### config.mk
export PLATFORM = sky130hd
export DESIGN_NAME = gcf_top
export DESIGN_NICKNAME = d
export VERILOG_FILES = /design/src/gcf_pkg.sv /design/src/gcf_gate_if.sv /design/src/gcf_top.sv /design/src/gcf_gate.sv
export SDC_FILE = /design/constraint.sdc
export NUM_CORES = 1
export LEC_CHECK = 0
export ABC_AREA = 1
export CAP_MARGIN = 20
export CORE_MARGIN = 5
export CORE_UTILIZATION = 42
export DETAILED_ROUTE_END_ITERATION = 8
export DONT_BUFFER_PORTS = 1
export HOLD_SLACK_MARGIN = 0.1
export PLACE_DENSITY = 0.54
export SLEW_MARGIN = 20
export SYNTH_ARGS = -nofsm -noshare
export SYNTH_HDL_FRONTEND = slang
export SYNTH_SLANG_ARGS = --single-unit
### constraint.sdc
create_clock -name CORE_CLK -period 1.4 [get_ports CORE_CLK]
set_input_delay 0.14 -clock CORE_CLK [delete_from_list [all_inputs] [get_ports CORE_CLK]]
set_output_delay 0.14 -clock CORE_CLK [all_outputs]
set_load 0.01 [all_outputs]
### src/gcf_pkg.sv
/*
  gcf_pkg: register offsets, field positions and reset values of the
  gated clock fanout block.
  Assumes a 32-bit APB register bus with byte addresses.
*/
package gcf_pkg;
  localparam int          NUM_OUT        = 6;
  localparam logic [11:0] OFS_CTRL       = 12'h000;
  localparam logic [11:0] OFS_STATUS     = 12'h004;
  // control register fields
  localparam int          CTRL_SEL_BIT   = 0;
  localparam int          CTRL_CEN_BIT   = 1;
  localparam int          CTRL_EN_LSB    = 2;
  // status register fields
  localparam int          STAT_Q_LSB     = 0;
  localparam int          STAT_CEN_BIT   = 6;
  localparam int          STAT_EN_LSB    = 7;
  // values after reset: main clock chosen, every enable deasserted
  localparam logic        RST_SEL        = 1'b0;
  localparam logic        RST_CEN_N      = 1'b1;
  localparam logic [5:0]  RST_EN_N       = 6'h3F;
endpackage

### src/gcf_gate_if.sv
/*
  gcf_gate_if: carries the selected clock, its falling-edge strobe, the
  raw enables and the gated outputs between the top and the gate stage.
  Assumes one clock domain.
*/
`timescale 1ns/100ps
`default_nettype none
interface gcf_gate_if #(parameter int N = 6);
  logic         clk_level;   // selected clock, sampled
  logic         clk_fall;    // one-cycle strobe on its falling edge
  logic         cen_n;       // common enable from software
  logic [N-1:0] en_n;        // per-output enables from software
  logic         cen_q_n;     // latched common enable
  logic [N-1:0] en_q_n;      // latched per-output enables
  logic [N-1:0] q;           // gated outputs

  modport src (output clk_level, output clk_fall, output cen_n, output en_n,
               input cen_q_n, input en_q_n, input q);
  modport gate (input clk_level, input clk_fall, input cen_n, input en_n,
                output cen_q_n, output en_q_n, output q);
endinterface
`default_nettype wire

### src/gcf_top.sv
/*
  gcf_top: gated clock fanout, one selected clock to six gated outputs,
  with an APB register slave for select and enables.

  Register map, 32-bit words at byte addresses:
    CTRL   0x000 read/write
      bit 0      select, 1 routes the test clock, 0 the main clock
      bit 1      common enable, active low
      bits 7:2   per-output enables, active low, one per output
    STATUS 0x004 read only
      bits 5:0   gated outputs before the output stage
      bit 6      latched common enable, active low
      bits 12:7  latched per-output enables, active low
  Unused bits read zero. An unmapped address, or a write to STATUS,
  completes with PSLVERR set and changes nothing.

  Timing, in CORE_CLK edges:
    every access has one wait state: PREADY rises in the second
    access cycle and stands for one cycle
    a clock input level reaches CLK_OUT two edges after it is sampled
    a new enable takes effect from the first high phase after the next
    falling edge of the selected clock
  Reset is synchronous on RSTN low: main clock chosen, every enable off.

  Assumes MAIN_CLK and TEST_CLK are slow levels synchronous to CORE_CLK
  and that a floating test clock input reads low.
*/
// Operation
// - selected clock drives six outputs together
// - enables follow the currently selected clock
// - active-low enables latched on falling edges
// - outputs switch on or off only while low
// - clock path beats enable path, no runts
// - latches arbitrary at power-up; controller sets them
// - idle test clock, when selected, holds all outputs low
// - select defaults low, choosing the main clock
// - disabled output goes low at next fall
// - one common enable plus six individual
`timescale 1ns/100ps
`default_nettype none
module gcf_top #(
  parameter int N = gcf_pkg::NUM_OUT
) (
  input  wire logic         CORE_CLK,
  input  wire logic         RSTN,
  input  wire logic         MAIN_CLK,
  input  wire logic         TEST_CLK,
  input  wire logic         PSEL,
  input  wire logic         PENABLE,
  input  wire logic         PWRITE,
  input  wire logic [11:0]  PADDR,
  input  wire logic [31:0]  PWDATA,
  output var  logic [31:0]  PRDATA,
  output var  logic         PREADY,
  output var  logic         PSLVERR,
  output var  logic [N-1:0] CLK_OUT
);
  gcf_gate_if #(.N(N)) gi ();

  // control register and its next values
  logic         sel;
  logic         cen_n;
  logic [N-1:0] en_n;
  logic         next_sel;
  logic         next_cen_n;
  logic [N-1:0] next_en_n;

  // sampled clock inputs and the falling-edge detector
  logic         main_q;
  logic         test_q;
  logic         prev_level;
  logic         next_main_q;
  logic         next_test_q;
  logic         next_prev_level;
  logic         level;

  // bus response
  logic [31:0]  prdata;
  logic         pready;
  logic         pslverr;
  logic [31:0]  next_prdata;
  logic         next_pready;
  logic         next_pslverr;
  logic         hit_ctrl;
  logic         hit_stat;
  logic         wr_done;

  // output stage
  logic [N-1:0] clk_out;
  logic [N-1:0] next_clk_out;

  // both inputs are sampled on every edge, so a change of select never
  // picks up a stale copy of the newly chosen source
  always_comb begin
    next_main_q     = MAIN_CLK;
    next_test_q     = TEST_CLK;
    next_prev_level = level;
  end

  // input multiplexer; pulldown on an open test input keeps outputs low.
  // a select change acts at once: switching while the old source is high
  // and the new one low ends that high phase early, so software should
  // switch while both sources are low
  assign level = sel ? test_q : main_q;

  assign gi.clk_level = level;
  assign gi.clk_fall  = prev_level & ~level;
  assign gi.cen_n     = cen_n;
  assign gi.en_n      = en_n;

  gcf_gate #(.N(N)) u_gate (
    .CORE_CLK (CORE_CLK),
    .RSTN     (RSTN),
    .gi       (gi)
  );

  // address decode and the edge at which a transfer completes
  assign hit_ctrl = (PADDR == gcf_pkg::OFS_CTRL);
  assign hit_stat = (PADDR == gcf_pkg::OFS_STATUS);
  assign wr_done  = PSEL & PENABLE & pready & PWRITE & hit_ctrl;

  // control register; write lands on the edge that samples pready high
  always_comb begin
    next_sel   = sel;
    next_cen_n = cen_n;
    next_en_n  = en_n;
    if (wr_done) begin
      next_sel   = PWDATA[gcf_pkg::CTRL_SEL_BIT];
      next_cen_n = PWDATA[gcf_pkg::CTRL_CEN_BIT];
      next_en_n  = PWDATA[gcf_pkg::CTRL_EN_LSB +: N];
    end
  end

  // one wait state: pready rises in the second access cycle
  always_comb begin
    next_pready  = PSEL & PENABLE & ~pready;
    next_pslverr = 1'b0;
    next_prdata  = 32'h0000_0000;
    if (next_pready) begin
      if (hit_ctrl) begin
        next_prdata[gcf_pkg::CTRL_SEL_BIT]       = sel;
        next_prdata[gcf_pkg::CTRL_CEN_BIT]       = cen_n;
        next_prdata[gcf_pkg::CTRL_EN_LSB +: N]   = en_n;
      end else if (hit_stat) begin
        next_prdata[gcf_pkg::STAT_Q_LSB +: N]    = gi.q;
        next_prdata[gcf_pkg::STAT_CEN_BIT]       = gi.cen_q_n;
        next_prdata[gcf_pkg::STAT_EN_LSB +: N]   = gi.en_q_n;
      end else begin
        next_pslverr = 1'b1;               // unmapped: error, data zero
      end
      if (PWRITE && hit_stat) begin
        next_pslverr = 1'b1;               // status is read only
      end
    end
  end

  // sampled inputs reset low, the idle level of both sources, so the
  // edge detector sees no false falling edge right after reset
  always_ff @(posedge CORE_CLK) begin
    if (!RSTN) begin
      main_q     <= 1'b0;
      test_q     <= 1'b0;
      prev_level <= 1'b0;
    end else begin
      main_q     <= next_main_q;
      test_q     <= next_test_q;
      prev_level <= next_prev_level;
    end
  end

  // select reset low so the main clock is chosen by default
  always_ff @(posedge CORE_CLK) begin
    if (!RSTN) begin
      sel   <= gcf_pkg::RST_SEL;
      cen_n <= gcf_pkg::RST_CEN_N;
      en_n  <= gcf_pkg::RST_EN_N;
    end else begin
      sel   <= next_sel;
      cen_n <= next_cen_n;
      en_n  <= next_en_n;
    end
  end

  // bus response; each field stands for the one cycle of pready
  always_ff @(posedge CORE_CLK) begin
    if (!RSTN) begin
      prdata  <= 32'h0000_0000;
      pready  <= 1'b0;
      pslverr <= 1'b0;
    end else begin
      prdata  <= next_prdata;
      pready  <= next_pready;
      pslverr <= next_pslverr;
    end
  end

  // output stage: one more register so every output leaves a flip-flop;
  // it costs an edge of latency but keeps the six outputs aligned
  always_comb begin
    next_clk_out = gi.q;
  end

  // outputs held low in reset, whatever the latches hold later
  always_ff @(posedge CORE_CLK) begin
    if (!RSTN) begin
      clk_out <= '0;
    end else begin
      clk_out <= next_clk_out;
    end
  end

  // ports come straight from the registers above
  assign PRDATA  = prdata;
  assign PREADY  = pready;
  assign PSLVERR = pslverr;
  assign CLK_OUT = clk_out;
endmodule
`default_nettype wire

### src/gcf_gate.sv
/*
  gcf_gate: enable latches and output gating of the fanout.
  Assumes clk_fall marks a cycle in which clk_level has just gone low.
*/
`timescale 1ns/100ps
`default_nettype none
module gcf_gate #(
  parameter int N = 6
) (
  input  wire logic CORE_CLK,
  input  wire logic RSTN,
  gcf_gate_if.gate  gi
);
  logic         cen_q_n;
  logic [N-1:0] en_q_n;
  logic [N-1:0] q;
  logic         next_cen_q_n;
  logic [N-1:0] next_en_q_n;
  logic [N-1:0] next_q;

  // enables are taken only at a falling edge, so the output is already low
  always_comb begin
    next_cen_q_n = cen_q_n;
    next_en_q_n  = en_q_n;
    if (gi.clk_fall) begin
      next_cen_q_n = gi.cen_n;
      next_en_q_n  = gi.en_n;
    end
  end

  // per-output gating; uses the latches as they stood before this edge,
  // so a disable never cuts the high phase in progress
  genvar i;
  generate
    for (i = 0; i < N; i++) begin : g_out
      assign next_q[i] = gi.clk_level & ~cen_q_n & ~en_q_n[i];
    end
  endgenerate

  // latch state after reset stands for the undefined power-up state
  always_ff @(posedge CORE_CLK) begin
    if (!RSTN) begin
      cen_q_n <= gcf_pkg::RST_CEN_N;
      en_q_n  <= gcf_pkg::RST_EN_N;
      q       <= '0;
    end else begin
      cen_q_n <= next_cen_q_n;
      en_q_n  <= next_en_q_n;
      q       <= next_q;
    end
  end

  assign gi.cen_q_n = cen_q_n;
  assign gi.en_q_n  = en_q_n;
  assign gi.q       = q;
endmodule
`default_nettype wire

==> parameters.txt <==
Parameter                              Value

STA
  Minimum setup slack in the final design    between 150 and 200 ps
  Period Utilization, post-route    88.3%
  Final Max Tran Viols    0
  Number of hold-slack violations in the final timing report    0
  WHS    around 140 ps
  Final setup violating endpoints    0
  Setup skew after layout    around 5.4 ps
  Minimum clock period after layout    ~1200 ps
  Worst slew pin tran    between 500 and 600 ps
  Setup TNS    0 ps
  Highest clock frequency the design can meet    slightly above 800 MHz
  RSZ-0062 raised after global routing    false
  Worst slew margin relative to its limit    roughly three fifths

Global routing
  Largest net degree at the start of global routing    16
  Total congestion overflow    0
  First-pass GRT wire length    around 5200 um
  Antenna violations before repair    0
  Global Route Usage Sum    between 10% and 20%
  Number of global-route vias before repair    between 1,000 and 1,500

Drt
  Met1 WL    about 1400 um
  Total iterations of the first detailed-routing run    5
  Count of routing violations after the opening detailed-route iteration    52
  Total detailed-routing wirelength    3340 um
  Total met3 wirelength after detailed routing    317 um
  DRT antenna net count    0
  Total via count after detailed routing    ~1,300
  DRC violations left    0
  Highest signal layer in the routed design    met4
  Via-to-Cell Ratio    4.55
  DR WL/cell    11.9 um
  Detailed-routed wire length on met2    1510 um

Hold path
  Endpoint, Worst Hold    PRDATA[9]
  Source of the worst hold timing path    PADDR[3]
  Instance count along the most critical hold path    3
  Min-Delay Path Class    input pin to register

Yosys
  EDFF count, synth    0
  Yosys synthesis warning count    0
  Ranking of synthesized cells by area    sky130_fd_sc_hd__dfxtp_1, sky130_fd_sc_hd__nand2_1, sky130_fd_sc_hd__buf_4, sky130_fd_sc_hd__nand3_1, sky130_fd_sc_hd__inv_1
  Proportion of synthesized chip area in sequential cells    approximately 53%
  Area share of the largest cell type after synthesis    between 50 and 60%
  Cell types with the highest counts after synthesis    sky130_fd_sc_hd__nand2_1, sky130_fd_sc_hd__dfxtp_1, sky130_fd_sc_hd__buf_4, sky130_fd_sc_hd__inv_1, sky130_fd_sc_hd__nor2_1
  Netlist area before placement    1700 um^2
  Cell with the most instances after synthesis    sky130_fd_sc_hd__nand2_1
  Synthesized flop and latch total    45
  Cell accounting for the most synthesized area    sky130_fd_sc_hd__dfxtp_1
  Ys async rst share    0%
  Gate Count Post-Synth    ~200
  Mean post-synth cell area    8.24 um^2
  Number of distinct library cells after synthesis    20
  Main flop type after synthesis    sky130_fd_sc_hd__dfxtp_1

Clock network
  Latest clock arrival within the worst-skew pair    about 290 ps
  Clock-pin transition on the worst setup and hold timing paths    80 ps
  Buffers inserted by post-CTS timing repair    0
  Num Clock Sinks    between 40 and 50
  Clock H-tree levels    2
  Clk root buf    sky130_fd_sc_hd__clkbuf_8
  TritonCTS clock tree    built
  Total CTS buffers    5
  Maximum root-to-sink buffer count    2

Power
  Cell-internal power    approximately 1.8 mW
  Switching Share    21.5%
  Logic pwr share    5.1%
  Sequential fraction of design power    around 57%
  Leakage    about 0.97 nW
  Power consumption    2.27 mW
  Net switching power    489 uW
  Worst vdd ir    roughly 0.38 mV
  Power density relative to cell area    about 1100 nW/um^2
  Share of total power in the clock network    roughly 38%

Placement
  Count of input and output buffers    0
  Post-detailed-placement half-perimeter wirelength    around 2400 um
  Area after DPL    roughly 1700 um^2
  Post-placement worst setup slack    ~140 ps
  RD Place Congestion    about 0.76
  # placed instances    roughly 250

Cells and area
  Number of fill cells    ~400
  Cell Count, Final, Fillers Out    281
  Final-stage net count    around 280
  Area Growth Syn to Fin    16.7%
  Number of antenna repair diodes    0
  Utilization of the core after routing    49.8%
  Fin area    ~2000 um^2
  Share of post-route cells with drive strength above 1    9.52%
  Footprint of the multi-input gates    between 500 and 600 um^2
  Combined flip-flop and latch cell area    901 um^2

Run
  Number of max-cap violations    0

Worst setup path
  Critical path capture point type    register
  Crit-path cells    nand2_1, nor2_4, nand3_2, nand2_1, nand3_1
  R2R Path End    en_n[4]
  Register-to-register setup slack    160 ps
  Peak fanout along the critical path    8
  Reg-to-reg startpoint    PREADY
  Arrival time at the worst endpoint    1390 ps
  CP max-delay cell    sky130_fd_sc_hd__dfxtp_1
  Length in cells of the worst reg-to-reg path    5
  Critical setup path kind    register to register
  Critical path required time    1560 ps
  Most Frequent Cell on Critical Path    sky130_fd_sc_hd__nand2_1
  Slowest Stage Delay on Critical Path    440 ps
  Startpoint type of the worst setup path    register

Floorplan
  Die outline area    around 5400 um^2
  Standard-cell row count    23
  Die X-Extent    73.6 um
  Vert. Die Dim    around 74 um
  Initial core utilization    42.7%
  I/O pin total    91
  Placeable core region    between 3000 and 4000 um^2

Run status
  Result of the run    finished, final reports clean
repair_timing:
action,4_1_cts,5_1_grt
gates resized for setup,0,1
setup endpoints to repair,0,5
hold buffers,20,0
endpoints found under the hold margin,25,0
registers in the layout, summed over array words and instances, names as in the netlist:
register / cells
CLK_OUT: 6
PSLVERR: 1
u_gate.gi.cen_q_n: 1
u_gate.gi.en_q_n: 6
PREADY: 1
sel: 1
prev_level: 1
main_q: 1
u_gate.gi.q: 6
PRDATA: 13
en_n: 6
test_q: 1
cen_n: 1
layout make-up:
cell class              instances  share of cell area, %
clock buffers                   7                   4.87
clock inverters                 1                  0.253
inverters                      25                   4.74
multi-input cells             130                   30.2
flip-flops and latches         45                   45.5
well taps                      50                   3.16
repair buffers                 23                   11.3
power by group through the flow:
| stage | clock [mW] | sequential [mW] | combinational (mW) |
|---|---|---|---|
| 3_5_place_dp | 0 | 1.33 | 0.0778 |
| 2_1_floorplan | 0 | 1.33 | 0.114 |
| 3_3_place_gp | 0 | 1.33 | 0.0756 |
| 5_1_grt | 0.924 | 1.31 | 0.129 |
| 4_1_cts | 0.870 | 1.30 | 0.113 |
| 6_report | 0.853 | 1.30 | 0.116 |
cell families after synthesis:
group           Yosys count  share of synthesized area (%)
simple gates            103                           27.5
buf+inv                  49                           15.9
flops                    45                           53.1
compound gates            8                           3.24
other cells               1                          0.221
worst max-delay path: cells and delay by family (launching register included):
kind,cells,cell delay [ps]
DFF,1,440
and+or+nand+nor,5,660
worst max-delay path by stage:
| stage | cells after the start | slack, ps | endpoint | start |
|---|---|---|---|---|
| final | 5 | 160 | en_n[4] | PREADY |
| after global routing | 5 | 30 | en_n[4] | PREADY |
| after CTS | 5 | 100 | en_n[4] | PREADY |
| after detailed placement | 5 | 140 | en_n[4] | PREADY |
| after global placement | 5 | 180 | en_n[2] | PREADY |
| after floorplan | 5 | 270 | cen_n | PREADY |
metal layers:
layer / global-route usage [%] / vias to the layer above
met5: 0 / -
met4: 6.04 / 0
met3: 3.83 / 7
met2: 20.7 / 55
met1: 15.2 / 559
li1: - / 658
cell usage in the layout (no fill, tap or decap), drive strengths merged:
cell type and count:
a21oi 1, dfxtp 45, clkinv 1, nand3 18
o211ai 6, nand2 53, inv 25, nor2 22
clkbuf 7, dlygate4sd3 20, o21ai 1, nor3 2
conb 19, nand4 8, buf 3
(Power assumes the default switching activity.)
